==> src/rtl/flash_prot_pkg.sv <==
// Constants, opcodes and carrier types for the sector lock and pointer region block.
// Assumes a command decoder in front that delivers whole commands, one per cycle.
`default_nettype none

package flash_prot_pkg;

  // ****************************************
  // Array geometry
  // ****************************************
  localparam int          BLOCK_COUNT  = 512;
  localparam int          SUB_COUNT    = 16;
  localparam int          SECT_LO      = 12;
  localparam int          SECT_HI      = 24;
  localparam int          SECT_W       = 13;
  localparam int          IDX_W        = 10;
  localparam logic [9:0]  TOP_SUB_BASE = 10'h010;
  localparam logic [9:0]  BLK_BASE     = 10'h020;
  localparam logic [12:0] SPAN_4K      = 13'h0000;
  localparam logic [12:0] SPAN_32K     = 13'h0007;
  localparam logic [12:0] SPAN_64K     = 13'h000F;
  localparam logic        LOCKED       = 1'b0;
  localparam logic        UNLOCKED     = 1'b1;

  // ****************************************
  // Opcodes
  // ****************************************
  localparam logic [7:0] OP_SET_PTR      = 8'hFB;
  localparam logic [7:0] OP_SET_PTR_WIDE = 8'hE3;
  localparam logic [7:0] OP_WRITE_ANY    = 8'h71;
  localparam logic [7:0] OP_READ_ANY     = 8'h65;
  localparam logic [7:0] OP_CHIP_ERASE   = 8'hCE;
  localparam logic [7:0] OP_SECT_LOCK    = 8'hA1;
  localparam logic [7:0] OP_SECT_UNLOCK  = 8'hA2;
  localparam logic [7:0] OP_GLOB_LOCK    = 8'hA3;
  localparam logic [7:0] OP_GLOB_UNLOCK  = 8'hA4;
  localparam logic [7:0] OP_LOCK_READ    = 8'hA5;
  localparam logic [7:0] OP_PROGRAM      = 8'hB1;
  localparam logic [7:0] OP_ERASE_4K     = 8'hB2;
  localparam logic [7:0] OP_ERASE_32K    = 8'hB3;
  localparam logic [7:0] OP_ERASE_64K    = 8'hB4;

  // ****************************************
  // Pointer register layout
  // ****************************************
  localparam logic [31:0] PTR_REG_ADDR   = 32'h0000_0100;
  localparam int          PTR_DIR_BIT    = 9;
  localparam int          PTR_DIS_BIT    = 10;
  localparam int          PTR_ALL_BIT    = 11;
  localparam logic [31:0] PTR_WR_MASK    = 32'hFFFF_FE00;
  localparam logic [31:0] PTR_RSVD_ONES  = 32'h0000_01FF;
  localparam logic [31:0] PTR_DEFAULT    = 32'hFFFF_FFFF;
  localparam logic [31:0] ADDR3_MASK     = 32'h00FF_FFFF;
  localparam int          LOCK_BOOT_POS  = 4;

  // ****************************************
  // Carrier types
  // ****************************************
  typedef struct packed {
    logic        valid;
    logic [7:0]  op;
    logic [31:0] addr;
    logic [31:0] data;
  } cmd_t;

  typedef struct packed {
    logic        valid;
    logic [31:0] data;
  } rsp_t;

  typedef struct packed {
    logic grant;
    logic reject;
  } verdict_t;

endpackage : flash_prot_pkg

`default_nettype wire

==> src/rtl/flash_sector_lock_and_pointer_region.sv <==
// Array write protection: volatile lock bits ORed with a pointer region.
// Assumes a command decoder on clk delivering one command per cycle, and
// a legacy block decoder giving legacyHit for the current command address.
//
// Summary of operation
// - Volatile lock bit per sector or block
// - Sector or global lock writes zero
// - Sector or global unlock writes one
// - Lock read returns addressed lock bit
// - Bits cover blocks and end-block sectors
// - Locked target rejects program and erase
// - Boot bit one: all locked after reset
// - Boot bit zero: all unlocked after reset
// - Pointer ORed with legacy or lock bits
// - Pointer set by FBh, E3h or 71h
// - Stored bit 10 one disables pointer
// - Reserved pointer bits read as ones
// - Boundary from upper address bits, exclusive
// - Bit 9 picks unprotected side
// - Bit 11 protects every sector
// - Set pointer ignored while suspended
// - Set pointer ignored when region locked
// - Read any register 65h returns pointer
// - Erase overlapping pointer region fails
// - Chip erase ignored when protected, error flag set
// - Pointer register write locked when flag is low
// - Lock boot bit is config bit four
`default_nettype none

module flash_sector_lock_and_pointer_region #(
  parameter int          NUM_BLOCKS = flash_prot_pkg::BLOCK_COUNT,
  parameter logic [31:0] PTR_INIT   = flash_prot_pkg::PTR_DEFAULT
) (
  input  wire logic                      clk,
  input  wire logic                      srst,
  input  wire flash_prot_pkg::cmd_t      cmd,
  input  wire logic                      swResetReq,
  input  wire logic                      addr4Mode,
  input  wire logic                      protSelect,
  input  wire logic                      regionLockFlag,
  input  wire logic                      opSuspended,
  input  wire logic [7:0]                protCfgOtp,
  input  wire logic                      legacyHit,
  input  wire logic                      errClear,
  output flash_prot_pkg::rsp_t           rsp,
  output flash_prot_pkg::verdict_t       verdict,
  output logic                           eraseErr
);
  import flash_prot_pkg::*;

  // ****************************************
  // Declarations
  // ****************************************
  logic [31:0]       ptrReg_ff;
  rsp_t              rsp_ff;
  verdict_t          verdict_ff;
  logic              eraseErr_ff;
  logic              isSetPtr;
  logic              isWrAnyPtr;
  logic              isRdAnyPtr;
  logic              isSectLock;
  logic              isSectUnlock;
  logic              isGlobLock;
  logic              isGlobUnlock;
  logic              isLockRd;
  logic              isProg;
  logic              isErase;
  logic              isChip;
  logic              isArrayOp;
  logic              ptrWriteOk;
  logic [31:0]       ptrSrc;
  logic [31:0]       nxt_ptrReg;
  logic [12:0]       span;
  logic [12:0]       sect;
  logic [12:0]       rngLo;
  logic [12:0]       rngHi;
  logic              lockBoot;
  logic              rdBit;
  logic              rngLocked;
  logic              anyLocked;
  logic              allLocked;
  logic              ptrEnabled;
  logic              ptrHit;
  logic              otherHit;
  logic              targetProt;
  logic              chipProt;
  logic              rejectNow;
  logic              setErr;
  rsp_t              nxt_rsp;

  // Opcode match for a valid command
  function automatic logic opIs(input cmd_t c, input logic [7:0] code);
    return c.valid && (c.op == code);
  endfunction

  // ****************************************
  // Command decode
  // ****************************************
  // Command classes
  assign isSetPtr     = opIs(cmd, OP_SET_PTR) | opIs(cmd, OP_SET_PTR_WIDE);
  assign isWrAnyPtr   = opIs(cmd, OP_WRITE_ANY) && cmd.addr == PTR_REG_ADDR;
  assign isRdAnyPtr   = opIs(cmd, OP_READ_ANY) && cmd.addr == PTR_REG_ADDR;
  assign isSectLock   = opIs(cmd, OP_SECT_LOCK);
  assign isSectUnlock = opIs(cmd, OP_SECT_UNLOCK);
  assign isGlobLock   = opIs(cmd, OP_GLOB_LOCK);
  assign isGlobUnlock = opIs(cmd, OP_GLOB_UNLOCK);
  assign isLockRd     = opIs(cmd, OP_LOCK_READ);
  assign isProg       = opIs(cmd, OP_PROGRAM);
  assign isErase      = opIs(cmd, OP_ERASE_4K) | opIs(cmd, OP_ERASE_32K) | opIs(cmd, OP_ERASE_64K);
  assign isChip       = opIs(cmd, OP_CHIP_ERASE);
  assign isArrayOp    = isProg | isErase | isChip;

  // Sector range touched by the command
  assign span  = opIs(cmd, OP_ERASE_64K) ? SPAN_64K :
                 opIs(cmd, OP_ERASE_32K) ? SPAN_32K : SPAN_4K;
  assign sect  = cmd.addr[SECT_HI:SECT_LO];
  assign rngLo = sect & ~span;
  assign rngHi = sect | span;

  // ****************************************
  // Pointer region register
  // ****************************************
  // Pointer write acceptance and value
  assign ptrWriteOk = regionLockFlag &
                      (isWrAnyPtr | (isSetPtr & ~opSuspended));
  assign ptrSrc     = isWrAnyPtr ? cmd.data :
                      (opIs(cmd, OP_SET_PTR) && !addr4Mode) ? (cmd.addr & ADDR3_MASK) :
                      cmd.addr;
  assign nxt_ptrReg = ptrWriteOk ? ((ptrSrc & PTR_WR_MASK) | PTR_RSVD_ONES) : ptrReg_ff;

  // Stored image; software reset leaves it alone
  always_ff @(posedge clk)
  begin
    if (srst)
      ptrReg_ff <= PTR_INIT | PTR_RSVD_ONES;
    else
      ptrReg_ff <= nxt_ptrReg;
  end

  pointer_region_check u_ptr (
    .ptrReg     (ptrReg_ff),
    .rngLo      (rngLo),
    .rngHi      (rngHi),
    .ptrEnabled (ptrEnabled),
    .ptrHit     (ptrHit)
  );

  // ****************************************
  // Lock bits
  // ****************************************
  assign lockBoot = protCfgOtp[LOCK_BOOT_POS];

  lock_bit_array #(
    .NUM_BLOCKS (NUM_BLOCKS)
  ) u_lock (
    .clk        (clk),
    .srst       (srst),
    .swReset    (swResetReq),
    .lockBoot   (lockBoot),
    .lockAll    (isGlobLock),
    .unlockAll  (isGlobUnlock),
    .writeOne   (isSectLock | isSectUnlock),
    .writeVal   (isSectUnlock),
    .wrSect     (sect),
    .rdSect     (sect),
    .rngLo      (rngLo),
    .rngHi      (rngHi),
    .rdBit      (rdBit),
    .rngLocked  (rngLocked),
    .anyLocked  (anyLocked),
    .allLocked  (allLocked)
  );

  // ****************************************
  // Protection verdict
  // ****************************************
  // Combined protection of the target
  assign otherHit   = protSelect ? rngLocked : legacyHit;
  assign targetProt = ptrHit | otherHit;
  assign chipProt   = ptrEnabled | (protSelect ? anyLocked : legacyHit);
  assign rejectNow  = isChip ? chipProt : targetProt;
  assign setErr     = (isErase | isChip) & rejectNow;

  // Grant or reject one cycle after the request
  always_ff @(posedge clk)
  begin
    if (srst)
      verdict_ff <= '0;
    else
    begin
      verdict_ff.grant  <= isArrayOp & ~rejectNow;
      verdict_ff.reject <= isArrayOp & rejectNow;
    end
  end

  // Sticky erase error, set wins over clear
  always_ff @(posedge clk)
  begin
    if (srst)
      eraseErr_ff <= 1'b0;
    else
      eraseErr_ff <= (eraseErr_ff & ~errClear) | setErr;
  end

  // ****************************************
  // Read responses
  // ****************************************
  assign nxt_rsp.valid = isLockRd | isRdAnyPtr;
  assign nxt_rsp.data  = isRdAnyPtr ? ptrReg_ff : {31'h0000_0000, rdBit};

  always_ff @(posedge clk)
  begin
    if (srst)
      rsp_ff <= '0;
    else
      rsp_ff <= nxt_rsp;
  end

  assign rsp      = rsp_ff;
  assign verdict  = verdict_ff;
  assign eraseErr = eraseErr_ff;
endmodule // flash_sector_lock_and_pointer_region

`default_nettype wire

==> src/rtl/lock_bit_array.sv <==
// Volatile per-sector and per-block lock bits with read and range lookup.
// Assumes set, clear and write requests never coincide.
`default_nettype none

module lock_bit_array #(
  parameter int NUM_BLOCKS = flash_prot_pkg::BLOCK_COUNT
) (
  input  wire logic        clk,
  input  wire logic        srst,
  input  wire logic        swReset,
  input  wire logic        lockBoot,
  input  wire logic        lockAll,
  input  wire logic        unlockAll,
  input  wire logic        writeOne,
  input  wire logic        writeVal,
  input  wire logic [12:0] wrSect,
  input  wire logic [12:0] rdSect,
  input  wire logic [12:0] rngLo,
  input  wire logic [12:0] rngHi,
  output logic             rdBit,
  output logic             rngLocked,
  output logic             anyLocked,
  output logic             allLocked
);
  import flash_prot_pkg::*;

  localparam int LOCK_BITS = NUM_BLOCKS + 2 * SUB_COUNT;

  logic [LOCK_BITS-1:0] lockBits_ff;

  // Maps a 4KB sector number to its lock bit
  function automatic logic [IDX_W-1:0] lockIndex(input logic [SECT_W-1:0] sect);
    logic [8:0] blk;
    blk = sect[SECT_W-1:4];
    if (blk == 9'h000)
      return {6'h00, sect[3:0]};
    else if (blk == 9'(NUM_BLOCKS - 1))
      return TOP_SUB_BASE + {6'h00, sect[3:0]};
    else
      return BLK_BASE + {1'b0, blk};
  endfunction

  // Lock bit storage and updates
  always_ff @(posedge clk)
  begin
    if (srst || swReset)
      lockBits_ff <= {LOCK_BITS{~lockBoot}};
    else if (lockAll)
      lockBits_ff <= {LOCK_BITS{LOCKED}};
    else if (unlockAll)
      lockBits_ff <= {LOCK_BITS{UNLOCKED}};
    else if (writeOne)
      lockBits_ff[lockIndex(wrSect)] <= writeVal;
  end

  // Lookups
  assign rdBit     = lockBits_ff[lockIndex(rdSect)];
  assign anyLocked = ~(&lockBits_ff);
  assign allLocked = ~(|lockBits_ff);

  // Any locked sector inside an aligned range of one block
  always_comb
  begin
    rngLocked = 1'b0;
    for (int i = 0; i < SUB_COUNT; i++)
    begin
      if (4'(i) >= rngLo[3:0] && 4'(i) <= rngHi[3:0] &&
          lockBits_ff[lockIndex({rngLo[SECT_W-1:4], 4'(i)})] == LOCKED)
        rngLocked = 1'b1;
    end
  end

endmodule // lock_bit_array

`default_nettype wire

==> src/rtl/pointer_region_check.sv <==
// Decides whether a sector range touches the pointer-protected region.
// Assumes the pointer register image is stable during the lookup cycle.
`default_nettype none

module pointer_region_check (
  input  wire logic [31:0] ptrReg,
  input  wire logic [12:0] rngLo,
  input  wire logic [12:0] rngHi,
  output logic             ptrEnabled,
  output logic             ptrHit
);
  import flash_prot_pkg::*;

  logic [SECT_W-1:0] ptrSect;
  logic              belowProt;
  logic              aboveProt;

  // Region decode
  assign ptrEnabled = ~ptrReg[PTR_DIS_BIT];
  assign ptrSect    = ptrReg[SECT_HI:SECT_LO];
  assign aboveProt  = rngHi > ptrSect;
  assign belowProt  = rngLo < ptrSect;
  assign ptrHit     = ptrEnabled & (ptrReg[PTR_ALL_BIT] |
                      (ptrReg[PTR_DIR_BIT] ? belowProt : aboveProt));

endmodule // pointer_region_check

`default_nettype wire

==> config.mk <==
export PLATFORM = sky130hd
export DESIGN_NAME = flash_sector_lock_and_pointer_region
export DESIGN_NICKNAME = d
export VERILOG_FILES = /design/src/rtl/flash_prot_pkg.sv /design/src/rtl/flash_sector_lock_and_pointer_region.sv /design/src/rtl/lock_bit_array.sv /design/src/rtl/pointer_region_check.sv
export SDC_FILE = /design/constraint.sdc
export NUM_CORES = 2
export LEC_CHECK = 0
export BUFFER_PORTS_ARGS = -buffer_cell sky130_fd_sc_hd__clkbuf_2
export CORE_MARGIN = 10
export CORE_UTILIZATION = 40
export CTS_BUF_LIST = sky130_fd_sc_hd__clkbuf_16
export CTS_CLUSTER_DIAMETER = 200
export DETAILED_ROUTE_END_ITERATION = 10
export PLACE_DENSITY = 0.57
export RECOVER_POWER = 25
export SETUP_SLACK_MARGIN = 0.5
export SLEW_MARGIN = 0
export SYNTH_ARGS = -nofsm -noshare
export SYNTH_HDL_FRONTEND = slang
export SYNTH_SLANG_ARGS = --single-unit
==> constraint.sdc <==
create_clock -name clk -period 3.85 [get_ports clk]
set_clock_uncertainty 0.15 [all_clocks]
set_input_delay 0 -clock clk [delete_from_list [all_inputs] [get_ports clk]]
set_output_delay 0 -clock clk [all_outputs]
set_load 0.01 [all_outputs]
=== Word-level counts from Yosys, hierarchy flattened ===
Index checks and enable logic that the tools add are counted.

* Multiplexer cells: 104
* $add $sub $neg: 3
* Bitwise logic cells: 46
* $lt $le $gt $ge: 53
* Equality and inequality tests: 17
* Reduce and logical (&&, ||, !) cells: 57

{| class="wikitable"
|+ Operators by type and width
! cell !! count
|-
| 544-bit 2-to-1 mux || 4
|-
| 544-bit bitwise mux || 1
|-
| 544-bit AND reduction || 1
|-
| 10-bit 2-to-1 mux || 38
|-
| 10-bit by 11-bit less-than comparator with 1-bit output, second input constant || 18
|-
| 1-bit binary-select mux with 10-bit select || 17
|-
| 8-bit == test, second input constant || 12
|-
| 32-bit 2-to-1 mux || 2
|-
| 1-bit logical AND || 50
|-
| 1-bit 2-to-1 mux || 39
|-
| 32-bit by 9-bit == test with 1-bit output, second input constant || 1
|-
| 4-bit >= comparator, first input constant || 8
|-
| 4-bit less-or-equal comparator, first input constant || 8
|-
| 1-bit inverter || 23
|-
| 6-bit by 9-bit adder with 10-bit output, first input constant || 2
|-
| 9-bit == test, second input constant || 2
|-
| 9-bit logical NOT || 2
|-
| 8-bit by 7-bit == test with 1-bit output, second input constant || 2
|-
| 3-bit by 4-bit >= comparator with 1-bit output, first input constant || 4
|-
| 3-bit by 4-bit less-or-equal comparator with 1-bit output, first input constant || 4
|-
| 13-bit AND || 1
|-
| 13-bit greater-than comparator || 1
|-
| 13-bit less-than comparator || 1
|-
| 4-bit inverter with 13-bit output || 1
|-
| other kinds (16) || 38
|}

* Output and inout bits: 36
* Input bits: 90
* Register bits: 603
* Logic and storage cells: 288

=== Logic depth before layout (Yosys ltp) ===
* Depth in word-level cells: 34
* Mapped depth: 18
* Mapped depth without buffers: 16

=== Cells and area by module ===
A second synthesis with hierarchy kept.

* Cells, all modules: 5,696
* Area, all modules: 45,474.9 um^2

{| class="wikitable"
|+ Modules (own cells, without submodules)
! module !! area an instance (um^2) !! instances !! cells an instance !! seq. area each (um^2)
|-
| lock_bit_array || 42,625.9 || 1 || 5,396 || 16,335.7
|-
| flash_sector_lock_and_pointer_region || 2,242.2 || 1 || 222 || 1,041.0
|-
| pointer_region_check || 606.8 || 1 || 78 || 0.0
|}

=== Worst setup path before layout ===
Ideal clock, no wire load.

* Path type: in2reg
* Start point: in cmd[50] in the netlist's numbering
* End point: reg verdict_ff, in the netlist verdict[1]
* Path slack: 0.210 ns
* Arrival time: 3.374 ns
* Required time: 3.584 ns
* Buffers on the path: 5
* Cell stages on the path: 16
* Library setup time: 0.116 ns
* Path through: buf_4 > or4_4 > buf_6 > o21ai_4 > buf_6 > buf_12 > buf_8 > mux4_2 > a2111oi_0 > nor2_1 > o21ai_0 > a31oi_1 > a221o_1 > a221oi_2 > nor4b_2 > o211a_1

* Longest elaborated chain between the ends: 29
* Elaborated cells on any way between the ends: 127
* Those cells by class: add/sub: 1; order compare: 2; eq/ne: 1; mux: 83; bitwise: 23; reduce/logical: 17

{| class="wikitable"
|+ Ends and longest elaborated chain
! item !! RTL line !! source
|-
| from (decl) || flash_sector_lock_and_pointer_region.sv:36 || <nowiki>input wire flash_prot_pkg::cmd_t cmd,</nowiki>
|-
| 13-bit AND || flash_sector_lock_and_pointer_region.sv:117 || <nowiki>assign rngLo = sect & ~span;</nowiki>
|-
| 6-bit by 9-bit adder with 10-bit output or 9-bit == test (tied branches) || lock_bit_array.sv:40, lock_bit_array.sv:37 ||
|-
| 10-bit 2-to-1 mux || lock_bit_array.sv:37 || <nowiki>else if (blk == 9'(NUM_BLOCKS - 1))</nowiki>
|-
| 10-bit 2-to-1 mux || lock_bit_array.sv:35 || <nowiki>if (blk == 9'h000)</nowiki>
|-
| 1-bit binary-select mux with 10-bit select || lock_bit_array.sv:68 || <nowiki>lockBits_ff[lockIndex({rngLo[SECT_W-1:4], 4'(i)})] == LOCKED)</nowiki>
|-
| 1-bit 2-to-1 mux (not written as such) || lock_bit_array.sv:68 ||
|-
| 1-bit inverter || lock_bit_array.sv:68 ||
|-
| 1-bit logical AND || lock_bit_array.sv:67 || <nowiki>if (4'(i) >= rngLo[3:0] && 4'(i) <= rngHi[3:0] &&</nowiki>
|-
| 1-bit 2-to-1 mux (16 in series) || lock_bit_array.sv:67 ||
|-
| 1-bit 2-to-1 mux || flash_sector_lock_and_pointer_region.sv:178 || <nowiki>assign otherHit = protSelect ? rngLocked : legacyHit;</nowiki>
|-
| 1-bit OR (*) || flash_sector_lock_and_pointer_region.sv:179 || <nowiki>assign targetProt = ptrHit | otherHit;</nowiki>
|-
| 1-bit 2-to-1 mux (*) || flash_sector_lock_and_pointer_region.sv:181 || <nowiki>assign rejectNow = isChip ? chipProt : targetProt;</nowiki>
|-
| 1-bit inverter (*) || flash_sector_lock_and_pointer_region.sv:191 || <nowiki>verdict_ff.grant <= isArrayOp & ~rejectNow;</nowiki>
|-
| 1-bit AND (*) || flash_sector_lock_and_pointer_region.sv:191 ||
|-
| to (decl) || flash_sector_lock_and_pointer_region.sv:56 || <nowiki>verdict_t verdict_ff;</nowiki>
|}

Every way passes the cells marked *; elsewhere a longest branch is shown, timed or not. The select of a mux whose other input is x is not followed.
A chain may end at the register's enable or synchronous reset.

=== Final worst setup path ===
* Start point: in cmd[51] in the netlist's numbering
* End point: reg u_lock.lockBits_ff[255], data pin

* Longest elaborated chain between the ends: 16
* Elaborated cells on any way between the ends: 19
* Those cells by class: add/sub: 1; order compare: 2; eq/ne: 1; mux: 13; reduce/logical: 2

{| class="wikitable"
|+ Ends and longest elaborated chain
! item !! RTL line !! source
|-
| 6-bit by 9-bit adder with 10-bit output or 9-bit == test (tied branches) || lock_bit_array.sv:40, lock_bit_array.sv:37 ||
|-
| 10-bit 2-to-1 mux || lock_bit_array.sv:37 ||
|-
| 10-bit 2-to-1 mux (*) || lock_bit_array.sv:35 ||
|-
| 10-bit 2-to-1 mux (*) || lock_bit_array.sv:52 || <nowiki>else if (writeOne)</nowiki>
|-
| 10-bit 2-to-1 mux (*) || lock_bit_array.sv:50 || <nowiki>else if (unlockAll)</nowiki>
|-
| 10-bit 2-to-1 mux (*) || lock_bit_array.sv:48 || <nowiki>else if (lockAll)</nowiki>
|-
| 10-bit 2-to-1 mux (*) || lock_bit_array.sv:46 || <nowiki>if (srst || swReset)</nowiki>
|-
| 10-bit by 11-bit less-than comparator with 1-bit output (not written as such) or 10-bit by 1-bit >= comparator with 1-bit output (tied branches) || lock_bit_array.sv:53 || <nowiki>lockBits_ff[lockIndex(wrSect)] <= writeVal;</nowiki>
|-
| 1-bit logical AND (not written as such) || lock_bit_array.sv:53 ||
|-
| 1-bit 2-to-1 mux (not written as such) || lock_bit_array.sv:53 ||
|-
| 1-bit demux with 10-bit select (*) || n/a ||
|-
| 544-bit bitwise mux (*) || lock_bit_array.sv:53 ||
|-
| 544-bit 2-to-1 mux (*) || lock_bit_array.sv:52 ||
|-
| 544-bit 2-to-1 mux (*) || lock_bit_array.sv:50 ||
|-
| 544-bit 2-to-1 mux (*) || lock_bit_array.sv:48 ||
|-
| 544-bit 2-to-1 mux (*) || lock_bit_array.sv:46 ||
|-
| to (signal assigned) || lock_bit_array.sv:47 || <nowiki>lockBits_ff <= {LOCK_BITS{~lockBoot}};</nowiki>
|-
| to (signal assigned) || lock_bit_array.sv:49 || <nowiki>lockBits_ff <= {LOCK_BITS{LOCKED}};</nowiki>
|-
| to (signal assigned) || lock_bit_array.sv:51 || <nowiki>lockBits_ff <= {LOCK_BITS{UNLOCKED}};</nowiki>
|-
| to (decl) || lock_bit_array.sv:29 || <nowiki>logic [LOCK_BITS-1:0] lockBits_ff;</nowiki>
|}

Marks and branches as above.

==> impl_metrics.toml <==
[global_route]
grt_max_degree = 207
grt_pass1_vias = 39438
grt_pass1_wl_um = 300000
overflow = 0
antenna_found_initial = 12
grt_usage_pct = 38.2

[timing]
finalSetupViolations = 0
final_max_slew_viol_count = 0
worst_slew_margin_rel_pct = 5.94
hold_ws_ns = -0.00693
min_period_over_period_pct = 95.3
fin_crit_ns = 3.67
hold_violations = 2
rsz0062_at_grt = "yes"
worst_slew_pin_slew_ns = 1.41
setup_tns_ns = 0
max_freq_mhz = 273

[clocking]
clock-sinks = 596
root_buffer = "clkbuf_16"
clock_latency_ns = 0.68
cts_tree = "yes"
clock_path_buffers = 3
cts-buffers-inserted = 73
htree_num_levels = 3
clk_pin_slew_ns = 0.06

[flow_run]
maxCapViolCount = 0

[final_layout]
layout-drive-gt1-share_pct = 17.7
area_delta_synth_final_pct = 23.4
nFillCells = 8883
fin_nets = 4849

[worst_setup_path]
endpoint_kind = "flip-flop"
crit_start = "cmd[51]"
arrival_ns = 3.99
cp_max_fo = 11
cpMaxStageDelayCell = "clkbuf_1"
critPathLaunchType = "input port"
crit_type = "in -> reg"
rr_startpoint = "u_lock.lockBits_ff[495]"
crit_path_cell_trace = "clkbuf_1 > buf_4 > and4_2 > clkbuf_1 > clkbuf_1 > nand3_1 > clkbuf_1 > nand2_1 > nand2_1 > nand2_1 > nand3_1 > nor2_1 > clkbuf_1 > a21oi_1 > o21ai_0"
path_common_cell = "clkbuf_1"
required_ns = 4.17
cpPeakStageDelay_ns = 0.71

[floorplanning]
placeableCoreArea_mm2 = 0.0949
die_y_um = 329
io_pins = 126
dieArea_mm2 = 0.108
start_util_pct = 40.3
rows = 113
die_w_um = 329

[drt]
via_count = 42926
post_drt_wl_per_cell_um = 35.5
wl_um = 216000
drt_pass1_iterations = 10
drtIter0Drc = 7316
ant_nets = 0
vias_per_cell = 7.06
drc = 0

[synth]
syn_inst = 4472
syn_avg_cell_area_um2 = 8.54
synth_warnings = 0
synth_enable_flop_cells = 544
synth_cell_type_count = 93
synth_area_mm2 = 0.0382
synth_seq_area_share_pct = 45.5
syn-num-nets = 4579
yosys_register_bits = 596
ys.flop_type = "edfxtp_1"
synth-async-reset-ratio_pct = 0

[pwr]
ir_drop_mv = 0.381
power_density_mw_per_mm2 = 391
leakagePower_nw = 15.9
finalPower_mw = 18.4

[worst_hold_path]
hp-start = "protCfgOtp[4]"
hold_class = "in -> reg"

[placement]
portBuffers = 109
dp_hpwl_um = 145000
gp_congestion = 1.04

[run_status]
status = "finished with violations"
violations = "negative hold slack"
==> kinds of logic (layout without fill, tap and decap cells) <==
kind of cell             count (synthesis)  count (layout)  synth area share, %
XOR/XNOR                                 2               2               0.0459
multiplexers                           129             129                 3.97
adder cells (fa/ha/maj)                 17              17                0.557
AO/OA/AOI/OAI                         2210            2210                 31.9
AND/OR/NAND/NOR                        918             918                 11.7
buffers and inverters                  600             925                 6.36
flip-flops                             596             596                 45.5
other                                    0              15                    0
==> final cells by class <==
cell class                      instances  area (µm²)  area share [%]
Clock buffer                           76        1900            4.03
Clock inverter                         54         453           0.961
Tap cell                             1265        1580            3.36
Inverter                               40         150           0.319
Multi-Input combinational cell       3276       19000            40.3
Antenna cell                           15        37.5          0.0796
Timing Repair Buffer                  755        6650            14.1
Sequential cell                       596       17400            36.9
==> power breakdown <==
part / leakage, nW / total [mW] / internal [mW] / switching, mW
clock network: 1.23 / 7.06 / 4.03 / 3.02
logic: 8.62 / 2.99 / 1.08 / 1.91
registers: 6.08 / 8.38 / 7.79 / 0.596
==> path summary, 6_finish.rpt <==
check / to / slack, ns / cells after the start
worst min register to register: ptrReg_ff[29] / 0.31 / 1
worst min-delay path: u_lock.lockBits_ff[46] / -0.007 / 4
worst max register to register: eraseErr / 0.36 / 11
worst max-delay path: u_lock.lockBits_ff[255] / 0.18 / 15
==> per-layer routing <==
metal  up-vias  wire (µm)  global-route usage, %
met1     20964      78500                   48.9
met4         2      17400                   25.8
li1      17531          -                      -
met5         -          7                      0
met2      3629      89000                   54.2
met3       800      30800                   12.4
==> flip-flops by register name (all words and copies together) (netlist names) <==
signal,count
verdict,2
ptrReg_ff,23
rsp,26
u_lock.lockBits_ff,544
eraseErr,1
==> Yosys cell counts, types with 49 or more instances <==
master	n	area, µm²
nand3_1	73	365
a31oi_1	58	363
nand2_1	342	1280
mux2i_1	96	961
edfxtp_1	544	16300
nor2_1	153	574
dfxtp_1	52	1040
nand4_1	157	982
o21ai_0	1159	5800
clkbuf_1	462	1730
buf_1	49	184
nor4_1	54	338
a21oi_1	666	3330
==> cell usage in the layout (no fill, tap or decap), drive strengths merged, types with 73 or more instances in the layout <==
master       count
nand2          342
nand3           73
mux2i           96
edfxtp         544
nand4          158
buf            516
a21oi          666
dlygate4sd3     96
o21ai         1173
clkbuf         219
nor2           153
==> per-stage QoR <==
step	utilization (%)	cell area [µm²]	worst slack [ns]	std cells
detailed placement	45.7	43300	-0.779	5795
floorplan	-	38300	0.340	4472
finish	49.7	47100	0.182	6077
global placement	45.7	43300	-0.792	5795
CTS	49.3	46800	0.432	6026
global route	49.6	47100	0.178	6062
==> critical path, delay by kind of cell <==
kind / cells / cell delay, ns
compound gates: 2 / 0.36
buf+inv: 6 / 1.74
simple gates: 7 / 1.88
==> timing repair <==
action | in CTS | in global routing
endpoints found under the hold margin | 54 | 0
cloned | 0 | 0
hold buffers | 96 | 0
gates resized for setup | 21 | 60
setup endpoints to repair | 4 | 31
buffers inserted | 5 | 36
pin swaps | 5 | 29
Note: power is estimated with default switching activity, not from simulation.
